**src/pkg/mdt_pkg.sv**
```systemverilog
package mdt_pkg;

  // ---------------------------------------------------------------
  // Timing
  // ---------------------------------------------------------------
  localparam int CLK_PERIOD_NS = 10;
  localparam int TICK_PERIOD_NS = 1000000;
  localparam int TICK_CYCLES = TICK_PERIOD_NS / CLK_PERIOD_NS;
  localparam int MIN_PULSE_MS = 50;
  localparam int POWER_OFF_HOLD_TIME_MS = 100;

  // ---------------------------------------------------------------
  // Register map
  // ---------------------------------------------------------------
  localparam logic [7:0] ADDR_CTRL = 8'h00;
  localparam logic [7:0] ADDR_DIAL = 8'h04;
  localparam logic [7:0] ADDR_STATUS = 8'h08;
  localparam logic [7:0] ADDR_ELAPSED = 8'h0C;
  localparam logic [7:0] ADDR_SETTIME = 8'h10;

  localparam int CTRL_MODE_LSB = 0;
  localparam int CTRL_RANGE_LSB = 4;
  localparam int CTRL_DOUBLE_BIT = 6;
  localparam int CTRL_NOIN_BIT = 8;
  localparam int CTRL_VOLTIN_BIT = 9;
  localparam int CTRL_TRANS_BIT = 10;
  localparam logic [10:0] CTRL_RESET = 11'h000;
  localparam logic [9:0] DIAL_RESET = 10'h000;
  localparam logic [9:0] DIAL_FULL = 10'h3E8;

  localparam int ST_OUT_BIT = 0;
  localparam int ST_INST_BIT = 1;
  localparam int ST_RUN_BIT = 2;
  localparam int ST_GATE_BIT = 3;

  // ---------------------------------------------------------------
  // Operating modes and time ranges
  // ---------------------------------------------------------------
  localparam logic [2:0] MODE_ON_DELAY = 3'h0;
  localparam logic [2:0] MODE_FLICK_OFF = 3'h1;
  localparam logic [2:0] MODE_FLICK_ON = 3'h2;
  localparam logic [2:0] MODE_ONOFF_C = 3'h3;
  localparam logic [2:0] MODE_OFF_DELAY = 3'h4;
  localparam logic [2:0] MODE_INTERVAL = 3'h5;
  localparam logic [2:0] MODE_ONOFF_G = 3'h6;
  localparam logic [2:0] MODE_ONE_SHOT = 3'h7;

  // Full-scale spans in tenths of a unit: 1.2, 3, 12 and 30.
  localparam logic [8:0] SPAN_0 = 9'h00C;
  localparam logic [8:0] SPAN_1 = 9'h01E;
  localparam logic [8:0] SPAN_2 = 9'h078;
  localparam logic [8:0] SPAN_3 = 9'h12C;

  function automatic logic [8:0] mdt_span(input logic [1:0] sel);
    logic [8:0] s;
    s = SPAN_0;
    case (sel)
      2'h0: s = SPAN_0;
      2'h1: s = SPAN_1;
      2'h2: s = SPAN_2;
      default: s = SPAN_3;
    endcase
    return s;
  endfunction

endpackage

```
**src/verilog/mdt_tick.sv**
```systemverilog
`timescale 1ns/1ps
`default_nettype none
module mdt_tick import mdt_pkg::*; #(
  parameter int CYCLES = TICK_CYCLES
) (
  // Clock and reset
  input wire logic pclk,
  input wire logic presetn,
  // Time base
  output logic tick
);

  typedef struct packed {
    logic [31:0] cnt;
    logic tick;
  } mdt_tick_st_t;

  mdt_tick_st_t st_r, st_nxt;

  // ---------------------------------------------------------------
  // Free-running divider
  // ---------------------------------------------------------------
  always_comb begin
    st_nxt = st_r;
    st_nxt.tick = 1'b0;
    if (st_r.cnt >= 32'(CYCLES - 1)) begin
      st_nxt.cnt = 32'h0000_0000;
      st_nxt.tick = 1'b1;
    end else begin
      st_nxt.cnt = st_r.cnt + 32'h0000_0001;
    end
  end

  always_ff @(posedge pclk or negedge presetn) begin
    if (!presetn) begin
      st_r <= '0;
    end else begin
      st_r <= st_nxt;
    end
  end

  assign tick = st_r.tick;

endmodule
`default_nettype wire

```
**src/verilog/mdt_setpoint.sv**
```systemverilog
`timescale 1ns/1ps
`default_nettype none
module mdt_setpoint import mdt_pkg::*; (
  // Clock and reset
  input wire logic pclk,
  input wire logic presetn,
  // Dial settings
  input wire logic [9:0] dial,
  input wire logic [1:0] range_sel,
  input wire logic dbl,
  // Set time in ticks
  output logic [19:0] set_ticks
);

  typedef struct packed {
    logic [19:0] ticks;
  } mdt_sp_st_t;

  mdt_sp_st_t st_r, st_nxt;
  logic [18:0] prod;
  logic [19:0] base;

  // ---------------------------------------------------------------
  // Dial position to set time
  // ---------------------------------------------------------------
  // The dial is in thousandths of full scale and the tick is 1 ms, so
  // the set time in ticks is dial * span_tenths / 10, doubled when dbl is set.
  always_comb begin
    prod = 19'(dial) * 19'(mdt_span(range_sel));
    base = 20'(prod / 19'h0000A);
    st_nxt.ticks = dbl ? {base[18:0], 1'b0} : base;
  end

  always_ff @(posedge pclk or negedge presetn) begin
    if (!presetn) begin
      st_r <= '0;
    end else begin
      st_r <= st_nxt;
    end
  end

  assign set_ticks = st_r.ticks;

endmodule
`default_nettype wire

```
**src/verilog/mdt_timer.sv**
```systemverilog
`timescale 1ns/1ps
`default_nettype none
module mdt_timer import mdt_pkg::*; #(
  parameter int TICK_CYC = TICK_CYCLES,
  parameter int ELAPSED_W = 24
) (
  // Clock and reset
  input wire logic pclk,
  input wire logic presetn,
  // APB slave
  input wire logic psel,
  input wire logic penable,
  input wire logic pwrite,
  input wire logic [7:0] paddr,
  input wire logic [31:0] pwdata,
  output logic [31:0] prdata,
  output logic pready,
  output logic pslverr,
  // Field inputs
  input wire logic supply_on,
  input wire logic start_in,
  input wire logic reset_in,
  input wire logic gate_in,
  // Load outputs
  output logic ctrl_out,
  output logic inst_out
);

  typedef enum logic [2:0] {
    S_IDLE = 3'b001,
    S_RUN = 3'b010,
    S_DONE = 3'b100
  } mdt_state_t;

  typedef struct packed {
    logic [10:0] ctrl;
    logic [9:0] dial;
    logic [31:0] prdata;
    logic pready;
    logic pslverr;
    logic supply_d;
    logic start_d;
    mdt_state_t state;
    logic [ELAPSED_W-1:0] elapsed;
    logic target;
    logic out;
    logic inst;
  } mdt_st_t;

  mdt_st_t st_r, st_nxt;

  logic tick;
  logic [19:0] set_ticks;
  logic [2:0] mode;
  logic no_inputs;
  logic volt_in;
  logic trans_out;
  logic start_ev;
  logic power_ev;
  logic fall_ev;
  logic clear;
  logic gated;
  logic expired;
  logic setup;
  logic access;

  // ---------------------------------------------------------------
  // Time base and set time
  // ---------------------------------------------------------------
  mdt_tick #(
    .CYCLES(TICK_CYC)
  ) u_tick (
    .pclk(pclk),
    .presetn(presetn),
    .tick(tick)
  );

  mdt_setpoint u_setpoint (
    .pclk(pclk),
    .presetn(presetn),
    .dial(st_r.dial),
    .range_sel(st_r.ctrl[CTRL_RANGE_LSB +: 2]),
    .dbl(st_r.ctrl[CTRL_DOUBLE_BIT]),
    .set_ticks(set_ticks)
  );

  // ---------------------------------------------------------------
  // Input qualification
  // ---------------------------------------------------------------
  // Pins are sampled on every clock, so any pulse of 50 ms is seen
  // five million times over; no filter is needed to catch it.
  assign mode = st_r.ctrl[CTRL_MODE_LSB +: 3];
  assign no_inputs = st_r.ctrl[CTRL_NOIN_BIT];
  assign volt_in = st_r.ctrl[CTRL_VOLTIN_BIT];
  assign trans_out = st_r.ctrl[CTRL_TRANS_BIT];

  // Power removal behaves as a reset of the timing state.
  assign clear = !supply_on || (reset_in && !volt_in && !no_inputs);
  assign gated = gate_in && !volt_in && !no_inputs;
  assign start_ev = start_in && !st_r.start_d && !no_inputs;
  assign fall_ev = !start_in && st_r.start_d && !no_inputs;
  assign power_ev = supply_on && !st_r.supply_d;
  assign expired = (st_r.elapsed >= ELAPSED_W'(set_ticks));

  // ---------------------------------------------------------------
  // APB decode
  // ---------------------------------------------------------------
  assign setup = psel && !penable;
  assign access = psel && penable && st_r.pready;

  function automatic logic mdt_mapped(input logic [7:0] a);
    return (a == ADDR_CTRL) || (a == ADDR_DIAL) || (a == ADDR_STATUS) ||
           (a == ADDR_ELAPSED) || (a == ADDR_SETTIME);
  endfunction

  // ---------------------------------------------------------------
  // Next state
  // ---------------------------------------------------------------
  always_comb begin
    st_nxt = st_r;
    st_nxt.pready = 1'b0;
    st_nxt.pslverr = 1'b0;
    st_nxt.supply_d = supply_on;
    st_nxt.start_d = start_in;

    // Register bus: one wait-free access phase after each setup.
    if (setup) begin
      st_nxt.pready = 1'b1;
      st_nxt.pslverr = !mdt_mapped(paddr);
      st_nxt.prdata = 32'h0000_0000;
      if (!pwrite) begin
        case (paddr)
          ADDR_CTRL: st_nxt.prdata = {21'h000000, st_r.ctrl};
          ADDR_DIAL: st_nxt.prdata = {22'h000000, st_r.dial};
          ADDR_STATUS: st_nxt.prdata = {28'h0000000, gated,
                                        st_r.state == S_RUN,
                                        st_r.inst, st_r.out};
          ADDR_ELAPSED: st_nxt.prdata = 32'(st_r.elapsed);
          ADDR_SETTIME: st_nxt.prdata = {12'h000, set_ticks};
          default: st_nxt.prdata = 32'h0000_0000;
        endcase
      end
    end
    if (access && pwrite) begin
      case (paddr)
        ADDR_CTRL: st_nxt.ctrl = pwdata[10:0];
        ADDR_DIAL: st_nxt.dial = (pwdata[9:0] > DIAL_FULL) ? DIAL_FULL : pwdata[9:0];
        default: st_nxt.ctrl = st_r.ctrl;
      endcase
    end

    // Timing engine.
    if (clear) begin
      st_nxt.state = S_IDLE;
      st_nxt.elapsed = '0;
      st_nxt.out = 1'b0;
      st_nxt.target = 1'b0;
    end else if (start_ev || (power_ev && mode != MODE_ONOFF_C &&
                 mode != MODE_ONOFF_G && mode != MODE_OFF_DELAY)) begin
      // Start is honoured even under gate; gate only freezes counting.
      st_nxt.elapsed = '0;
      st_nxt.state = S_RUN;
      case (mode)
        MODE_ON_DELAY: begin
          st_nxt.out = 1'b0;
          st_nxt.target = 1'b1;
        end
        MODE_FLICK_OFF: begin
          st_nxt.out = 1'b0;
          st_nxt.target = 1'b1;
        end
        MODE_FLICK_ON: begin
          st_nxt.out = 1'b1;
          st_nxt.target = 1'b0;
        end
        MODE_ONOFF_C, MODE_ONOFF_G: begin
          st_nxt.target = 1'b1;
        end
        MODE_OFF_DELAY: begin
          st_nxt.out = 1'b1;
          st_nxt.target = 1'b0;
          st_nxt.state = S_DONE;
        end
        MODE_INTERVAL, MODE_ONE_SHOT: begin
          st_nxt.out = 1'b1;
          st_nxt.target = 1'b0;
        end
        default: st_nxt.target = 1'b1;
      endcase
    end else if (fall_ev && (mode == MODE_OFF_DELAY || mode == MODE_ONOFF_C ||
                 mode == MODE_ONOFF_G)) begin
      // Signal release times the off phase.
      st_nxt.elapsed = '0;
      st_nxt.target = 1'b0;
      st_nxt.state = S_RUN;
    end else begin
      case (st_r.state)
        S_IDLE: st_nxt.elapsed = '0;
        S_RUN: begin
          if (expired) begin
            st_nxt.out = st_r.target;
            if (mode == MODE_FLICK_OFF || mode == MODE_FLICK_ON) begin
              st_nxt.target = !st_r.target;
              st_nxt.elapsed = '0;
            end else begin
              // Finished until the next start edge, or the release edge in the off-delay and on-off modes, so a held start
              // cannot fire the output a second time.
              st_nxt.state = S_DONE;
            end
          end else if (tick && !gated) begin
            st_nxt.elapsed = st_r.elapsed + ELAPSED_W'(1);
          end
        end
        S_DONE: st_nxt.elapsed = st_r.elapsed;
        default: st_nxt.state = S_IDLE;
      endcase
    end

    // Instantaneous contact follows activity since the start event; the transistor variant (trans_out) keeps it off.
    st_nxt.inst = (st_nxt.state != S_IDLE) && !trans_out;
    if (trans_out && st_nxt.state == S_IDLE) begin
      st_nxt.out = 1'b0;
    end
  end

  // ---------------------------------------------------------------
  // State register
  // ---------------------------------------------------------------
  always_ff @(posedge pclk or negedge presetn) begin
    if (!presetn) begin
      st_r.ctrl <= CTRL_RESET;
      st_r.dial <= DIAL_RESET;
      st_r.prdata <= 32'h0000_0000;
      st_r.pready <= 1'b0;
      st_r.pslverr <= 1'b0;
      st_r.supply_d <= 1'b0;
      st_r.start_d <= 1'b0;
      st_r.state <= S_IDLE;
      st_r.elapsed <= '0;
      st_r.target <= 1'b0;
      st_r.out <= 1'b0;
      st_r.inst <= 1'b0;
    end else begin
      st_r <= st_nxt;
    end
  end

  // ---------------------------------------------------------------
  // Outputs
  // ---------------------------------------------------------------
  assign prdata = st_r.prdata;
  assign pready = st_r.pready;
  assign pslverr = st_r.pslverr;
  assign ctrl_out = st_r.out;
  assign inst_out = st_r.inst;

endmodule
`default_nettype wire

```
**config.mk**
```make
export PLATFORM = sky130hd
export DESIGN_NAME = mdt_timer
export DESIGN_NICKNAME = d
export VERILOG_FILES = /design/src/pkg/mdt_pkg.sv /design/src/verilog/mdt_tick.sv /design/src/verilog/mdt_setpoint.sv /design/src/verilog/mdt_timer.sv
export SDC_FILE = /design/constraint.sdc
export NUM_CORES = 1
export LEC_CHECK = 0
export BUFFER_PORTS_ARGS = -buffer_cell sky130_fd_sc_hd__buf_2
export CORE_AREA = 2 2 170 172
export DETAILED_ROUTE_END_ITERATION = 7
export DIE_AREA = 0 0 172 174
export HOLD_SLACK_MARGIN = 0.06
export PLACE_DENSITY = 0.56
export SLEW_MARGIN = 20
export SYNTH_ARGS = -nofsm -noshare
export SYNTH_HDL_FRONTEND = slang
export SYNTH_SLANG_ARGS = --single-unit
```
**constraint.sdc**
```tcl
create_clock -name pclk -period 10.7 [get_ports pclk]
set_clock_uncertainty 0.05 [all_clocks]
set_input_delay 2.14 -clock pclk [delete_from_list [all_inputs] [get_ports pclk]]
set_output_delay 2.14 -clock pclk [all_outputs]
set_load 0.03 [all_outputs]
```
==> impl_metrics.env <==
export IMPL_status="complete, no violations"
export IMPL_start_kind="register"
export IMPL_rows=62
export IMPL_grt_pass1_wl_um=46400
export IMPL_min_period_over_period_pct=94.7
export IMPL_total_power_mw=1.36
export IMPL_tightest_slew_ns=1.11
export IMPL_setup_violations=0
export IMPL_slowest_stage="or4_4"
export IMPL_relSlewSlack_pct=25.5
export IMPL_grt_overflow=0
export IMPL_cp_end_kind="register"
export IMPL_areaGrowthSynthToFinish_pct=12.8
export IMPL_p_int_mw=0.983
export IMPL_slowest_delay_ns=0.52
export IMPL_combPwrFrac_pct=18.0
export IMPL_avgSynthCellArea_um2=8.70
export IMPL_yosysWarnings=0
export IMPL_clock_sinks=129
export IMPL_vias=9428
export IMPL_clkPwrFrac_pct=44.3
export IMPL_clk_pin_slew_worst_paths_ns=0.06
export IMPL_dp_hpwl_um=21200
export IMPL_wl_per_cell_um=15.9
export IMPL_fmax_mhz=98.7
export IMPL_drtPass1Iterations=7
export IMPL_synth_ff_type="dfrtp_1"
export IMPL_grt_util_all_layers_pct=19.0
export IMPL_worstSetupPathType="register to register"
export IMPL_grt_pass1_vias=9141
export IMPL_ant_nets=0
export IMPL_viasPerCell=5.44
export IMPL_syn_area_um2=11100
export IMPL_gp_congestion=0.842
export IMPL_synth_seq_cells=129
export IMPL_final_nets=1497
export IMPL_start_util_pct=39.4
export IMPL_htreeDepth=4
export IMPL_io_pins=85
export IMPL_synth_enable_flop_cells=0
export IMPL_cts_tree="done"
export IMPL_antenna_found_initial=1
export IMPL_period_minus_slack_ns=10.13
export IMPL_core_area_um2=28200
export IMPL_power_density_nw_per_um2=109
export IMPL_die_area_um2=29900
export IMPL_dp_slack_ns=0.233
export IMPL_cts_buffers=17
export IMPL_clock_latency_ns=0.41
export IMPL_die_x_um=172
export IMPL_swShare_pct=27.9
export IMPL_clockBufferDepth=2
export IMPL_root_buffer="clkbuf_16"
export IMPL_worstHoldPathType="register to register"
export IMPL_syn_inst=1279
export IMPL_slew_violations=0
export IMPL_yosysTopAreaCellShare_pct=28.8
export IMPL_drive_gt1_share_pct=15.2
export IMPL_synthArstFlopShare_pct=100
export IMPL_yosysTopAreaCell="dfrtp_1"
export IMPL_fp_dieH_um=174
export IMPL_p_switching_mw=0.380
export IMPL_io_buffer_count=55
export IMPL_max_cap_viol_count=0
export IMPL_cp_required_ns=10.97
export IMPL_grt_max_degree=69
export IMPL_synth_most_common_cell="dfrtp_1"
export IMPL_synth_cells_most_frequent="dfrtp_1, nand2_1, inv_1"
export IMPL_crit_path_max_fanout=12
export IMPL_p_seq_share_pct=37.7
export IMPL_fin_ws_ns=0.571
export IMPL_drc=0
export IMPL_leakage_nw=5.95
export IMPL_totalWireLength_um=27600
export IMPL_ctsHoldBuffers=0
export IMPL_worstPathArrival_ns=10.40
export IMPL_ir_drop_uv=108
export IMPL_drt_iter0_markers=663
export IMPL_synth_seq_area_share_pct=29.0
export IMPL_synth_distinct_cells=97
export IMPL_final_hold_viol_count=0
export IMPL_synthTopCellsByArea="dfrtp_1, ha_1, fa_1"
cell usage in the layout, fill, tap and decap left out, drive strengths merged, types with 15 or more instances in the layout:
master and instances:
conb 23, or3 15, buf 95, a21oi 50
nand3 24, nor3 34, nand4 20, xnor2 20
clkbuf 18, nand2b 16, nor4 16, and2 43
mux2 16, nand2 112, a21o 19, a31oi 15
ha 72, xor2 19, inv 113, dfrtp 128
nor2b 26, nor2 111, o21ai 86, mux2i 18
fa 40
final timing paths:
kind / cells after the start / startpoint / end / slack, ns
setup reg to reg: 35 / st_r[81] / u_setpoint.set_ticks[0] / 0.57
setup / recovery: 35 / st_r[81] / u_setpoint.set_ticks[0] / 0.57
max in group asynchronous: 2 / presetn / prdata[8] / 7.49
hold reg to reg: 2 / prdata[16] / prdata[16] / 0.42
hold / removal: 2 / prdata[16] / prdata[16] / 0.42
min in group asynchronous: 1 / presetn / u_tick.st_r[4] / 1.79
power by group through the flow:
| stage | clock [mW] | combinational (mW) | sequential (mW) |
|---|---|---|---|
| global placement | 0 | 0.239 | 0.522 |
| detailed placement | 0 | 0.241 | 0.522 |
| global route | 0.641 | 0.273 | 0.515 |
| floorplan | 0 | 0.173 | 0.520 |
| CTS | 0.615 | 0.243 | 0.513 |
| finish | 0.603 | 0.245 | 0.514 |
state kept, by name, indices dropped and copies added (netlist names):
signal and cells:
u_setpoint.set_ticks 17, prdata 24, inst_out 1, ctrl_out 1
u_tick.tick 1, mode 3, u_tick.st_r 32, no_inputs 1
st_r 47, pslverr 1, pready 1
through the flow:
stage / area, um2 / instances / hold WS, ns / TNS [ns] / util [%]
floorplan: 11200 / 1301 / 0.395 / 0 / -
CTS: 12400 / 1730 / 0.429 / 0 / 44.0
finish: 12600 / 1734 / 0.422 / 0 / 44.4
global route: 12500 / 1733 / 0.462 / -0.00845 / 44.4
detailed placement: 11800 / 1698 / 0.415 / 0 / 41.8
global placement: 11800 / 1698 / 0.411 / 0 / 41.8
what timing repair did:
| action | CTS | global route |
|---|---|---|
| gates resized for setup | 0 | 22 |
| hold endpoints to repair | 0 | 0 |
| setup endpoints to repair | 0 | 4 |
| setup buffers | 0 | 3 |
worst max-delay path: cells and delay by family (launching register included):
family / cells / cell delay, ns
muxes: 1 / 0.22
AOI/OAI and AO/OA: 16 / 4.29
and+or+nand+nor: 9 / 2.23
adders and majority gates: 6 / 2.50
DFF: 1 / 0.45
buffers and inverters: 3 / 0.27
per-layer routing:
metal | global-route usage (%) | up-vias | part of all wire, %
li1 | - | 4623 | -
met1 | 26.5 | 4597 | 49
met2 | 31.4 | 177 | 47
met3 | 1.84 | 31 | 2.7
met4 | 4.73 | 0 | 1.4
met5 | 0 | - | 0
cell families after synthesis:
family                   count (synthesis)  synth area share [%]
AO/OA/AOI/OAI                          313                  20.0
XOR/XNOR                                39                  3.07
adder cells (fa/ha/maj)                113                  15.4
buffers and inverters                  188                  7.75
flip-flops                             129                  29.0
multiplexers                            34                  3.24
other                                    1                0.0337
AND/OR/NAND/NOR                        462                  21.5
area by class of cell:
cell class              count  area (um2)
clock buffers              18         439
multi-input cells         984        7230
flip-flops and latches    129        3230
repair buffers             95         578
diodes                      1        2.50
clock inverters            14         179
well taps                 384         480
inverters                 109         409
fillers                  2841       15700
Note: power is estimated with default switching activity, not from simulation.
